File: src/hdl/dac_update_gate_defines.vh
/*
  Constants for the analog output update gate and interrupt block:
  register offsets, field positions, reset values and timing counts.
  Assumes a 20 MHz system clock and a 32-bit APB register bus.
*/
// Summary of operation
// - software enable makes gate input count
// - gate acts on its level, not edges
// - positive gate: update only while high
// - negative gate: update only while low
// - inactive gate freezes internal pacer count
// - active again: resume count, no reload
// - external pacer: edges ignored while gated
// - pacer period 20 to 25500 microsecond ticks
// - update all selected or one per event
// - interrupt on each update when enabled, unless a pulse is already running
// - level choice 3,5,7,10,11,15 enables interrupts
// - interrupts off after power-up
// - interrupt line released when not requesting
// - pulse line, then set pending flag
// - load updates, each zero updates, repeat
// - external edge selectable, falling default
// - pacer disabled after power-up
`ifndef DAC_UPDATE_GATE_DEFINES_VH
`define DAC_UPDATE_GATE_DEFINES_VH

`define ADDR_CTRL 12'h000
`define ADDR_PERIOD 12'h004
`define ADDR_CHMASK 12'h008
`define ADDR_STATUS 12'h00C
`define ADDR_ACK 12'h010
`define ADDR_COUNT 12'h014

`define CTRL_PACER_EN 0
`define CTRL_EXT_SEL 1
`define CTRL_EXT_RISE 2
`define CTRL_GATE_EN 3
`define CTRL_GATE_NEG 4
`define CTRL_SINGLE 5
`define CTRL_IRQ_LSB 8
`define CTRL_IRQ_MSB 10

`define STAT_PEND 0
`define STAT_GATE 1
`define STAT_RUN 2

`define CTRL_RESET 32'h00000000
`define PERIOD_MIN 15'h0014
`define PERIOD_MAX 15'h639C
`define PERIOD_RESET 15'h0014
`define CHMASK_RESET 8'hFF

`define CLK_PERIOD_NS 50
`define TICK_NS 1000
`define TICK_CYCLES (`TICK_NS / `CLK_PERIOD_NS)
`define IRQ_PULSE_NS 500
`define IRQ_PULSE_CYCLES (`IRQ_PULSE_NS / `CLK_PERIOD_NS)
`define TICK_LAST_CNT 5'h13
`define PULSE_LAST_CNT 5'h09

`endif

File: src/hdl/dac_update_gate_and_irq.v
/*
  Update pacing, hardware gate and pulsed shareable interrupt for the
  analog output update group, with an APB register slave.
  Assumes gate and external pacer pins are asynchronous; interrupt
  lines are resolved outside from irqOut and irqOeN (low = driving).
*/
`include "dac_update_gate_defines.vh"

module dac_update_gate_and_irq (
  input wire sys_clk,
  input wire srst,
  input wire psel,
  input wire penable,
  input wire pwrite,
  input wire [11:0] paddr,
  input wire [31:0] pwdata,
  output reg [31:0] prdata,
  output reg pready,
  output reg pslverr,
  input wire gateIn,
  input wire pacerIn,
  output reg updateStrobe,
  output reg [7:0] updateMask,
  output reg [5:0] irqOut,
  output reg [5:0] irqOeN
);
  localparam [4:0] TICK_LAST = `TICK_LAST_CNT;
  localparam [4:0] PULSE_LAST = `PULSE_LAST_CNT;
  localparam IRQ_IDLE = 1'b0;
  localparam IRQ_PULSE = 1'b1;

  // control fields
  reg pacerEn_reg;
  reg extSel_reg;
  reg extRise_reg;
  reg gateEn_reg;
  reg gateNeg_reg;
  reg single_reg;
  reg [2:0] irqSel_reg;
  reg [14:0] period_reg;
  reg [7:0] chMask_reg;

  // pacer state
  reg [14:0] count_reg;
  reg [4:0] tick_reg;
  reg loaded_reg;
  reg pacerPrev_reg;
  reg [2:0] chanPtr_reg;

  // interrupt state
  reg irqState_reg;
  reg [4:0] pulseCnt_reg;
  reg [5:0] irqLine_reg;
  reg pend_reg;

  wire gateSync;
  wire pacerSync;

  in_sync #(.RESET_VAL(1'b0)) gateSyncInst (
    .sys_clk(sys_clk),
    .srst(srst),
    .asyncIn(gateIn),
    .syncOut(gateSync)
  );

  in_sync #(.RESET_VAL(1'b1)) pacerSyncInst (
    .sys_clk(sys_clk),
    .srst(srst),
    .asyncIn(pacerIn),
    .syncOut(pacerSync)
  );

  // gate evaluated on its synchronised level only
  wire gateLevelOk = gateSync ^ gateNeg_reg;
  wire gateActive = ~gateEn_reg | gateLevelOk;

  wire intMode = pacerEn_reg & ~extSel_reg;
  wire extMode = pacerEn_reg & extSel_reg;

  // internal pacer runs only while gate active; otherwise frozen
  wire running = intMode & loaded_reg & gateActive;
  wire tickDone = running & (tick_reg == TICK_LAST);
  // count of one on a finished tick is the last tick
  wire expire = tickDone & (count_reg == 15'h0001);
  wire loadEvt = intMode & ~loaded_reg & gateActive;
  wire intEvent = loadEvt | expire;

  // external pacer edge detect on synchronised level
  wire riseEdge = pacerSync & ~pacerPrev_reg;
  wire fallEdge = ~pacerSync & pacerPrev_reg;
  wire extEdge = extRise_reg ? riseEdge : fallEdge;
  wire extEvent = extMode & gateActive & extEdge;

  // internal and external modes are never both active
  wire updEvent = intEvent | extEvent;

  // register access decode
  wire apbAccess = psel & penable;
  wire apbDone = apbAccess & pready;
  wire wrDone = apbDone & pwrite;
  wire addrOk = (paddr == `ADDR_CTRL) | (paddr == `ADDR_PERIOD) |
                (paddr == `ADDR_CHMASK) | (paddr == `ADDR_STATUS) |
                (paddr == `ADDR_ACK) | (paddr == `ADDR_COUNT);
  wire wrCtrl = wrDone & (paddr == `ADDR_CTRL);
  wire wrPeriod = wrDone & (paddr == `ADDR_PERIOD);
  wire wrMask = wrDone & (paddr == `ADDR_CHMASK);
  wire wrAck = wrDone & (paddr == `ADDR_ACK);

  // period clamp to legal range
  reg [14:0] periodNext;
  always @* begin
    if (pwdata[31:15] != 17'h00000) begin
      periodNext = `PERIOD_MAX;
    end else if (pwdata[14:0] > `PERIOD_MAX) begin
      periodNext = `PERIOD_MAX;
    end else if (pwdata[14:0] < `PERIOD_MIN) begin
      periodNext = `PERIOD_MIN;
    end else begin
      periodNext = pwdata[14:0];
    end
  end

  // next selected channel for single-channel mode
  reg [2:0] chanNext;
  reg chanFound;
  reg [2:0] cand;
  integer i;
  always @* begin
    chanNext = chanPtr_reg;
    chanFound = 1'b0;
    cand = 3'h0;
    // search wraps once around the mask
    for (i = 1; i <= 8; i = i + 1) begin
      cand = chanPtr_reg + i[2:0];
      if (!chanFound && chMask_reg[cand]) begin
        chanNext = cand;
        chanFound = 1'b1;
      end
    end
  end

  reg [7:0] maskNext;
  always @* begin
    if (single_reg) begin
      maskNext = chanFound ? (8'h01 << chanNext) : 8'h00;
    end else begin
      maskNext = chMask_reg;
    end
  end

  // interrupt line decode: 1..6 select a line, 0 disables
  reg [5:0] lineDec;
  always @* begin
    case (irqSel_reg)
      3'h1: lineDec = 6'h01;
      3'h2: lineDec = 6'h02;
      3'h3: lineDec = 6'h04;
      3'h4: lineDec = 6'h08;
      3'h5: lineDec = 6'h10;
      3'h6: lineDec = 6'h20;
      default: lineDec = 6'h00;
    endcase
  end

  wire irqEnabled = (lineDec != 6'h00);
  wire irqReq = updEvent & irqEnabled;
  wire pulseEnd = (irqState_reg == IRQ_PULSE) & (pulseCnt_reg == PULSE_LAST);

  // control registers
  // writes to status and count are dropped without error
  always @(posedge sys_clk) begin
    if (srst) begin
      pacerEn_reg <= 1'b0;
      extSel_reg <= 1'b0;
      extRise_reg <= 1'b0;
      gateEn_reg <= 1'b0;
      gateNeg_reg <= 1'b0;
      single_reg <= 1'b0;
      irqSel_reg <= 3'h0;
      period_reg <= `PERIOD_RESET;
      chMask_reg <= `CHMASK_RESET;
    end else begin
      if (wrCtrl) begin
        pacerEn_reg <= pwdata[`CTRL_PACER_EN];
        extSel_reg <= pwdata[`CTRL_EXT_SEL];
        extRise_reg <= pwdata[`CTRL_EXT_RISE];
        gateEn_reg <= pwdata[`CTRL_GATE_EN];
        gateNeg_reg <= pwdata[`CTRL_GATE_NEG];
        single_reg <= pwdata[`CTRL_SINGLE];
        irqSel_reg <= pwdata[`CTRL_IRQ_MSB:`CTRL_IRQ_LSB];
      end
      if (wrPeriod) begin
        period_reg <= periodNext;
      end
      if (wrMask) begin
        chMask_reg <= pwdata[7:0];
      end
    end
  end

  // internal pacer counter
  always @(posedge sys_clk) begin
    if (srst) begin
      count_reg <= `PERIOD_RESET;
      tick_reg <= 5'h00;
      loaded_reg <= 1'b0;
    end else if (!intMode) begin
      loaded_reg <= 1'b0;
      tick_reg <= 5'h00;
    end else if (loadEvt) begin
      count_reg <= period_reg;
      tick_reg <= 5'h00;
      loaded_reg <= 1'b1;
    end else if (running) begin
      if (tickDone) begin
        tick_reg <= 5'h00;
        if (count_reg == 15'h0001) begin
          count_reg <= period_reg;
        end else begin
          count_reg <= count_reg - 15'h0001;
        end
      end else begin
        tick_reg <= tick_reg + 5'h01;
      end
    end
    // gate inactive: count and tick hold their value
  end

  // external pacer history and channel pointer
  always @(posedge sys_clk) begin
    if (srst) begin
      pacerPrev_reg <= 1'b1;
      chanPtr_reg <= 3'h7;
    end else begin
      pacerPrev_reg <= pacerSync;
      if (updEvent && single_reg && chanFound) begin
        chanPtr_reg <= chanNext;
      end
    end
  end

  // update strobe and channel mask
  always @(posedge sys_clk) begin
    if (srst) begin
      updateStrobe <= 1'b0;
      updateMask <= 8'h00;
    end else begin
      updateStrobe <= updEvent;
      updateMask <= updEvent ? maskNext : 8'h00;
    end
  end

  // pulsed interrupt then pending flag
  always @(posedge sys_clk) begin
    if (srst) begin
      irqState_reg <= IRQ_IDLE;
      pulseCnt_reg <= 5'h00;
      irqLine_reg <= 6'h00;
      irqOut <= 6'h00;
      irqOeN <= 6'h3F;
    end else begin
      // requests during a pulse are dropped
      case (irqState_reg)
        IRQ_IDLE: begin
          if (irqReq) begin
            irqState_reg <= IRQ_PULSE;
            pulseCnt_reg <= 5'h00;
            // line latched so a later select change cannot cut the pulse
            irqLine_reg <= lineDec;
            irqOut <= lineDec;
            irqOeN <= ~lineDec;
          end
        end
        IRQ_PULSE: begin
          if (pulseEnd) begin
            irqState_reg <= IRQ_IDLE;
            irqOut <= 6'h00;
            irqOeN <= 6'h3F;
          end else begin
            pulseCnt_reg <= pulseCnt_reg + 5'h01;
            irqOut <= irqLine_reg;
            irqOeN <= ~irqLine_reg;
          end
        end
        default: begin
          irqState_reg <= IRQ_IDLE;
          irqOut <= 6'h00;
          irqOeN <= 6'h3F;
        end
      endcase
    end
  end

  // pending flag: set at pulse end wins over acknowledge
  // software polls it on every board sharing the line
  always @(posedge sys_clk) begin
    if (srst) begin
      pend_reg <= 1'b0;
    end else if (pulseEnd) begin
      pend_reg <= 1'b1;
    end else if (wrAck) begin
      pend_reg <= 1'b0;
    end
  end

  // apb slave: one wait state, read data registered
  always @(posedge sys_clk) begin
    if (srst) begin
      pready <= 1'b0;
      pslverr <= 1'b0;
      prdata <= 32'h00000000;
    end else if (apbAccess && !pready) begin
      pready <= 1'b1;
      pslverr <= ~addrOk;
      prdata <= 32'h00000000;
      if (!pwrite) begin
        case (paddr)
          `ADDR_CTRL: begin
            prdata[`CTRL_PACER_EN] <= pacerEn_reg;
            prdata[`CTRL_EXT_SEL] <= extSel_reg;
            prdata[`CTRL_EXT_RISE] <= extRise_reg;
            prdata[`CTRL_GATE_EN] <= gateEn_reg;
            prdata[`CTRL_GATE_NEG] <= gateNeg_reg;
            prdata[`CTRL_SINGLE] <= single_reg;
            prdata[`CTRL_IRQ_MSB:`CTRL_IRQ_LSB] <= irqSel_reg;
          end
          `ADDR_PERIOD: prdata[14:0] <= period_reg;
          `ADDR_CHMASK: prdata[7:0] <= chMask_reg;
          `ADDR_STATUS: begin
            prdata[`STAT_PEND] <= pend_reg;
            prdata[`STAT_GATE] <= gateActive;
            prdata[`STAT_RUN] <= running;
          end
          `ADDR_COUNT: prdata[14:0] <= count_reg;
          default: prdata <= 32'h00000000;
        endcase
      end
    end else begin
      pready <= 1'b0;
      pslverr <= 1'b0;
    end
  end
endmodule // dac_update_gate_and_irq

File: src/hdl/in_sync.v
/*
  Two-stage synchroniser for one asynchronous input level.
  Assumes the caller reads only syncOut.
*/
module in_sync #(
  parameter RESET_VAL = 1'b0
) (
  input wire sys_clk,
  input wire srst,
  input wire asyncIn,
  output reg syncOut
);
  reg meta_reg;

  always @(posedge sys_clk) begin
    if (srst) begin
      meta_reg <= RESET_VAL;
      syncOut <= RESET_VAL;
    end else begin
      meta_reg <= asyncIn;
      syncOut <= meta_reg;
    end
  end
endmodule // in_sync

File: config.mk
export PLATFORM = sky130hd
export DESIGN_NAME = dac_update_gate_and_irq
export DESIGN_NICKNAME = d
export VERILOG_FILES = /design/src/hdl/dac_update_gate_and_irq.v /design/src/hdl/in_sync.v
export VERILOG_INCLUDE_DIRS = /design/src /design/src/hdl
export SDC_FILE = /design/constraint.sdc
export NUM_CORES = 1
export LEC_CHECK = 0
export BUFFER_PORTS_ARGS = -buffer_cell sky130_fd_sc_hd__buf_2
export CAP_MARGIN = 0
export CORE_MARGIN = 1.5
export CORE_UTILIZATION = 30
export DETAILED_ROUTE_END_ITERATION = 7
export PLACE_DENSITY = 0.54
export SYNTH_ARGS = -nofsm -noshare
export SYNTH_HDL_FRONTEND = slang
export SYNTH_SLANG_ARGS = --single-unit
File: constraint.sdc
create_clock -name sys_clk -period 8.6 [get_ports sys_clk]
set_input_delay 0.43 -clock sys_clk [delete_from_list [all_inputs] [get_ports sys_clk]]
set_output_delay 0.43 -clock sys_clk [all_outputs]
set_load 0.01 [all_outputs]
==> flow_metrics.py, run 1 <==
metrics = {
    "setup_path": {
        "critical_path_required_ns": 8.82,
        "startpoint_type": "flip-flop",
        "critPathKind": "reg2reg",
        "crit_start": "chanPtr_reg[0]",
        "crit_fanout": 13,
        "crit_arrival_ns": 4.40,
        "r2r_slack_ns": 4.42,
        "rr_startpoint": "chanPtr_reg[0]",
        "setup.worst_path.end_class": "flip-flop",
    },
    "grt": {
        "grt_use_met1_pct": 22.30,
        "grt-ovfl-total": 0,
        "grtUsageMet2_pct": 25.62,
        "grt_pass1_wl_um": 27690,
        "globalRouteMet3Util_pct": 4.263,
        "grt_antenna_before_repair": 2,
        "grt_pass1_vias": 5146,
        "grt.total_usage_pct": 16.28,
        "grt_max_degree": 96,
        "top_usage_layer": "met2",
    },
    "yosys": {
        "syn-instance-count": 728,
        "syn_area_per_cell_um2": 8.415,
        "async_reset_ff_share_pct": 0,
        "synth_area_leaders": "dfxtp_1, mux4_2, nor2_1",
        "synthFlopType": "dfxtp_1",
        "synth-edff-count": 0,
        "synthTopCellsByCount": "dfxtp_1, nor2_1, nand2_1",
        "synth_top_cell_by_area": "dfxtp_1",
        "ys_ff_latch": 112,
        "yosys.cell_count.top_type": "dfxtp_1",
        "yosys_warnings": 0,
        "syn_area_um2": 6126,
        "ys_seq_area_share_pct": 36.60,
        "synth_cell_types": 70,
        "synth.top_cell.area_share_pct": 36.60,
    },
    "place": {
        "port_buffers": 88,
        "dp_hpwl_um": 12120,
        "dpl.cell_count": 1043,
        "place.gp.congestion": 0.7993,
    },
    "routing": {
        "wl_per_cell_um": 16.10,
        "drc_errors": 0,
        "antenna_left": 0,
        "dr.pass1.iters": 5,
        "routed_via_density": 5.216,
        "dr.first_iter.drc_count": 335,
        "routed_wirelength_um": 17030,
        "vias": 5519,
    },
    "die": {
        "die_w_um": 145.9,
        "coreArea_um2": 20100,
        "ios": 106,
        "initial_core_util_pct": 30.47,
        "die_h_um": 145.9,
        "rows": 52,
        "fp.dieArea_um2": 21290,
    },
    "worst_hold_path": {
        "hold_class": "in2reg",
        "hold_start": "pacerIn",
    },
    "pwr": {
        "swShare_pct": 22.07,
        "p_clk_share_pct": 44.9,
        "p_leak_uw": 0.002526,
        "p_comb_share_pct": 4.2,
        "pwr-share-seq_pct": 50.9,
        "power_uw": 1021,
        "internal_power_uw": 795.6,
        "peakVddDrop_v": 0.0001122,
        "switchingPower_uw": 225.4,
        "cellPowerDensity_nw_per_um2": 145.9,
    },
    "final_layout": {
        "nNetsFinal": 842,
        "ff_latch_area_um2": 2242,
        "instances_no_fill": 1058,
        "multi_input_area_um2": 3530,
        "fillers": 2088,
        "drive_gt1_share_pct": 18.04,
        "syn_to_final_growth_pct": 14.22,
    },
    "timing": {
        "min_period_ns": 4.178,
        "rsz0062_at_grt": "false",
        "slew_headroom_pct": 31.95,
        "tightest_slew_ns": 1.021,
        "setup_viol": 0,
        "max_freq_mhz": 239.3,
        "fin_skew_ns": 0.009376,
        "finalSetupTns_ns": 0,
        "min_period_over_period_pct": 48.59,
        "finalHoldViolCount": 0,
        "maxSlewViolCount": 0,
    },
    "flow_run": {
        "maxCapViolations": 0,
    },
    "clock_tree": {
        "postCtsResizedCells": 0,
        "cts.clk_slew.worst_paths_ns": 0.07,
        "cts-root-buf": "clkbuf_16",
        "clk_latency_ns": 0.36,
        "htreeDepth": 3,
        "clockBufferDepth": 2,
        "cts_setup_buffers": 0,
        "clkSinkCount": 112,
        "numCtsBuffers": 9,
        "tritoncts": "done",
        "holdBufCountCts": 0,
    },
    "run_status": {
        "status": "finished, final reports clean",
    },
}
## cell usage in the layout, fill, tap and decap left out, types with 13 or more instances in the layout
| cell type | Yosys | final |
|---|---|---|
| a21oi_1 | 54 | 54 |
| mux2i_1 | 17 | 17 |
| dfxtp_1 | 112 | 112 |
| nor4_1 | 13 | 13 |
| nand3_1 | 21 | 21 |
| mux4_2 | 15 | 15 |
| nand2_1 | 59 | 59 |
| conb_1 | 1 | 17 |
| inv_1 | 26 | 26 |
| a22oi_1 | 24 | 24 |
| nor2b_1 | 22 | 22 |
| buf_2 | 4 | 88 |
| nor3_1 | 20 | 19 |
| o21ai_0 | 37 | 37 |
| nor2_1 | 79 | 79 |
## final cells by class
cell class | instances | share of cell area, %
antenna | 1 | 0.03577
clock buffer | 10 | 3.416
clock inverter | 4 | 1.109
inverter | 26 | 1.395
multi-input combinational | 543 | 50.45
sequential | 112 | 32.05
tap | 270 | 4.828
timing repair buffer | 92 | 6.724
## metrics by stage
| stage | worst slack, ns | hold WS, ns | util [%] | instance area [um2] |
|---|---|---|---|---|
| final | 4.422 | 0.2659 | 34.80 | 6997 |
| after global routing | 4.107 | 0.2591 | 34.79 | 6994 |
| after CTS | 4.445 | 0.2616 | 34.79 | 6994 |
| after detailed placement | 4.485 | 0.4000 | 33.22 | 6678 |
| after global placement | 4.570 | 0.4021 | 33.22 | 6678 |
| after floorplan | 4.891 | 0.3895 | - | 6186 |
## per-layer routing
| metal | share of wire (%) | up-vias |
|---|---|---|
| met5 | 0.059 | - |
| met4 | 1.2 | 2 |
| met3 | 5.9 | 18 |
| met2 | 45 | 157 |
| met1 | 48 | 2603 |
| li1 | - | 2739 |
## critical path, stage by stage (launching register included)
cell and delay, ns:
dfxtp_1 0.78, inv_1 0.27, ha_1 0.58, mux4_2 0.60, mux2i_1 0.55, nand3_1 0.22
or3b_2 0.51, and4b_1 0.22, a21bo_2 0.23, o31ai_1 0.07
## path summary, 6_finish.rpt
path / end / cells after the start
worst max register to register: updateMask[2] / 9
worst min register to register: pacerSyncInst.syncOut / 1
worst min-delay path: pacerSyncInst.meta_reg / 2
worst max-delay path: updateMask[2] / 9
## power by group through the flow
| stage | Clock (uW) | Combinational [uW] | Sequential, uW |
|---|---|---|---|
| 6_report | 458 | 42.8 | 520 |
| 5_1_grt | 492 | 47.1 | 520 |
| 4_1_cts | 470 | 42.8 | 520 |
| 3_5_place_dp | 0 | 42.6 | 532 |
| 3_3_place_gp | 0 | 42.6 | 532 |
| 2_1_floorplan | 0 | 26.4 | 532 |
## kinds of logic after synthesis
logic type,synth area share (%)
AOI/OAI and AO/OA,23.26
xor gates and xnor gates,1.144
adders and majority gates,1.430
buffers and inverters,6.944
DFF,36.60
muxes,8.844
other,0.06122
and+or+nand+nor,21.71
No activity file was read; power rests on OpenSTA's default activity.
==> inputs of run 2 (changes only) <==
ABC_AREA = 1   (was unset)
clock period = 4.2 ns   (was 8.6 ns; I/O delays follow)
==> flow_metrics.py, run 2 <==
metrics = {
    "clock_tree": {
        "clk_latency_ns": 0.35,
        "holdBufCountCts": 0,
        "cts_setup_buffers": 0,
        "numCtsBuffers": 9,
        "cts.clk_slew.worst_paths_ns": 0.07,
        "postCtsResizedCells": 0,
        "tritoncts": "done",
        "htreeDepth": 3,
        "cts-root-buf": "clkbuf_16",
        "clkSinkCount": 112,
        "clockBufferDepth": 2,
    },
    "yosys": {
        "ys_ff_latch": 112,
        "ys_seq_area_share_pct": 36.61,
        "synth_cell_types": 55,
        "synth-edff-count": 0,
        "synth_area_leaders": "dfxtp_1, nand2_1, inv_1",
        "syn_area_per_cell_um2": 6.976,
        "syn-instance-count": 878,
        "yosys_warnings": 0,
        "synthFlopType": "dfxtp_1",
        "synth_top_cell_by_area": "dfxtp_1",
        "synth.top_cell.area_share_pct": 36.61,
        "syn_area_um2": 6125,
        "yosys.cell_count.top_type": "nand2_1",
        "synthTopCellsByCount": "nand2_1, dfxtp_1, inv_1",
        "async_reset_ff_share_pct": 0,
    },
    "setup_path": {
        "worstReg2RegEnd": "chanPtr_reg[1]",
        "crit_buf_inv": 4,
        "critical_path_required_ns": 4.44,
        "setup.worst_path.end_class": "flip-flop",
        "crit_chain": "inv_2 > ha_1 > inv_2 > nand3_1 > nand3_2 > nand2_4 > nor2_8 > nand4_2 > nor2_1 > nand3b_1 > nand2_1 > inv_2 > nand2_2 > inv_2 > a21oi_1 > o21ai_1",
        "rr_worst_depth": 16,
        "crit_top_cell": "inv_2",
        "crit_family": "simple AND/OR/NAND/NOR gates",
        "r2r_slack_ns": 1.29,
        "critPathKind": "reg2reg",
        "max_stage_delay_ns": 0.69,
        "rr_startpoint": "chanPtr_reg[1]",
        "worst-path-stages": 16,
        "endpoint": "chanPtr_reg[1]",
        "cpMaxStageDelayCell": "dfxtp_1",
        "crit_arrival_ns": 3.15,
        "crit_fanout": 10,
        "startpoint_type": "flip-flop",
        "crit_start": "chanPtr_reg[1]",
    },
    "final_layout": {
        "mostFrequentLayoutCell": "nand2_1",
        "diodes": 0,
        "instances_no_fill": 1230,
        "nNetsFinal": 1013,
        "drive_gt1_share_pct": 17.08,
        "final_cell_mix": "nand2_1, dfxtp_1, inv_1",
        "fillers": 2178,
        "fin_area_um2": 7036,
        "multi_input_area_um2": 3242,
        "syn_to_final_growth_pct": 14.87,
        "ff_latch_area_um2": 2242,
    },
    "place": {
        "dp_hpwl_um": 13520,
        "post-place-ws_ns": 1.318,
        "place.gp.congestion": 0.8827,
        "post_dp_cell_area_um2": 6746,
        "dpl.cell_count": 1214,
        "port_buffers": 88,
    },
    "timing": {
        "maxSlewViolCount": 0,
        "tightest_slew_ns": 0.9770,
        "fin_ws_ns": 1.288,
        "rsz0062_at_grt": "false",
        "setup_viol": 0,
        "min_period_ns": 2.912,
        "slew_headroom_pct": 34.63,
        "finalHoldViolCount": 0,
        "fin_skew_ns": 0.008584,
        "max_freq_mhz": 343.4,
        "min_period_over_period_pct": 69.34,
        "finalSetupTns_ns": 0,
        "hold_ws_ns": 0.03789,
    },
    "die": {
        "die_h_um": 145.9,
        "rows": 52,
        "fp.dieArea_um2": 21280,
        "die_w_um": 145.9,
        "ios": 106,
        "coreArea_um2": 20100,
        "initial_core_util_pct": 30.46,
    },
    "run_status": {
        "status": "finished, final reports clean",
    },
    "routing": {
        "vias": 5996,
        "dr.pass1.iters": 5,
        "antenna_left": 0,
        "routed_via_density": 4.875,
        "routed_wirelength_um": 17730,
        "drc_errors": 0,
        "dr.first_iter.drc_count": 414,
        "wl_per_cell_um": 14.41,
    },
    "grt": {
        "grt_use_met1_pct": 22.85,
        "grt_pass1_wl_um": 29160,
        "grt_antenna_before_repair": 0,
        "grt_pass1_vias": 5646,
        "grt.total_usage_pct": 16.97,
        "grt_max_degree": 44,
        "grtUsageMet2_pct": 27.98,
        "top_usage_layer": "met2",
        "grt-ovfl-total": 0,
        "globalRouteMet3Util_pct": 3.354,
    },
    "pwr": {
        "cellPowerDensity_nw_per_um2": 285.8,
        "pwr-share-seq_pct": 53.0,
        "p_clk_share_pct": 42.8,
        "peakVddDrop_v": 0.0002001,
        "internal_power_uw": 1555,
        "switchingPower_uw": 455.3,
        "p_comb_share_pct": 4.2,
        "swShare_pct": 22.64,
        "p_leak_uw": 0.003174,
    },
    "worst_hold_path": {
        "hold_start": "pacerIn",
        "hold_class": "in2reg",
    },
    "flow_run": {
        "maxCapViolations": 0,
    },
}
[run 2: changes by cell type in the layout (fill, tap and decap cells not counted), moves of 9 or more]
| cell | before | now |
|---|---|---|
| mux2i_1 | 17 | 0 |
| nand3_1 | 21 | 61 |
| o22ai_1 | 2 | 15 |
| nand2_2 | 0 | 13 |
| o21ai_1 | 0 | 9 |
| inv_2 | 0 | 19 |
| a22oi_1 | 24 | 4 |
| inv_1 | 26 | 96 |
| nand2b_1 | 12 | 0 |
| nand2_1 | 59 | 182 |
| mux4_2 | 15 | 0 |
| o211ai_1 | 3 | 23 |
| nor2b_1 | 22 | 0 |
[run 2: worst min-delay path by stage]
stage | endpoint | slack [ns] | depth (start not counted)
after detailed placement | pacerSyncInst.meta_reg | 0.40 | 2
after global routing | pacerSyncInst.meta_reg | 0.03 | 2
after global placement | pacerSyncInst.meta_reg | 0.40 | 2
after CTS | pacerSyncInst.meta_reg | 0.03 | 2
final | pacerSyncInst.meta_reg | 0.04 | 2
after floorplan | pacerSyncInst.meta_reg | 0.31 | 1
[run 2: cell type report]
cell class                 count  share of cell area, %
multi-input combinational    620                  46.08
sequential                   112                  31.87
timing repair buffer          93                  6.794
inverter                     119                  6.349
tap                          270                  4.802
clock buffer                  11                  3.308
clock inverter                 5                 0.8003
[run 2: metrics by stage]
stage | util [%] | total power (uW)
after detailed placement | 33.56 | 1174
final | 35.00 | 2011
after global routing | 35.00 | 2090
after floorplan | - | 1140
after CTS | 35.00 | 2038
after global placement | 33.56 | 1174
[run 2: cells by family after synthesis]
family | Yosys count | synth area share (%)
flops | 112 | 36.61
other cells | 1 | 0.06123
fa+ha+maj | 7 | 1.430
buf+inv | 162 | 11.44
simple gates | 398 | 29.81
compound gates | 184 | 18.22
xor+xnor | 14 | 2.431
[run 2: layer usage]
layer	routed length [um]	up-vias
met3	1055	19
met5	0	-
met1	8250	2779
met4	247	0
li1	-	3021
met2	8177	177
[run 2: power groups by stage]
stage	registers, uW	clock network (uW)	logic (uW)
2_1_floorplan	1090	0	50.1
3_3_place_gp	1090	0	83.9
3_5_place_dp	1090	0	84.1
4_1_cts	1060	889	84.5
5_1_grt	1070	930	94.6
6_report	1060	861	84.9
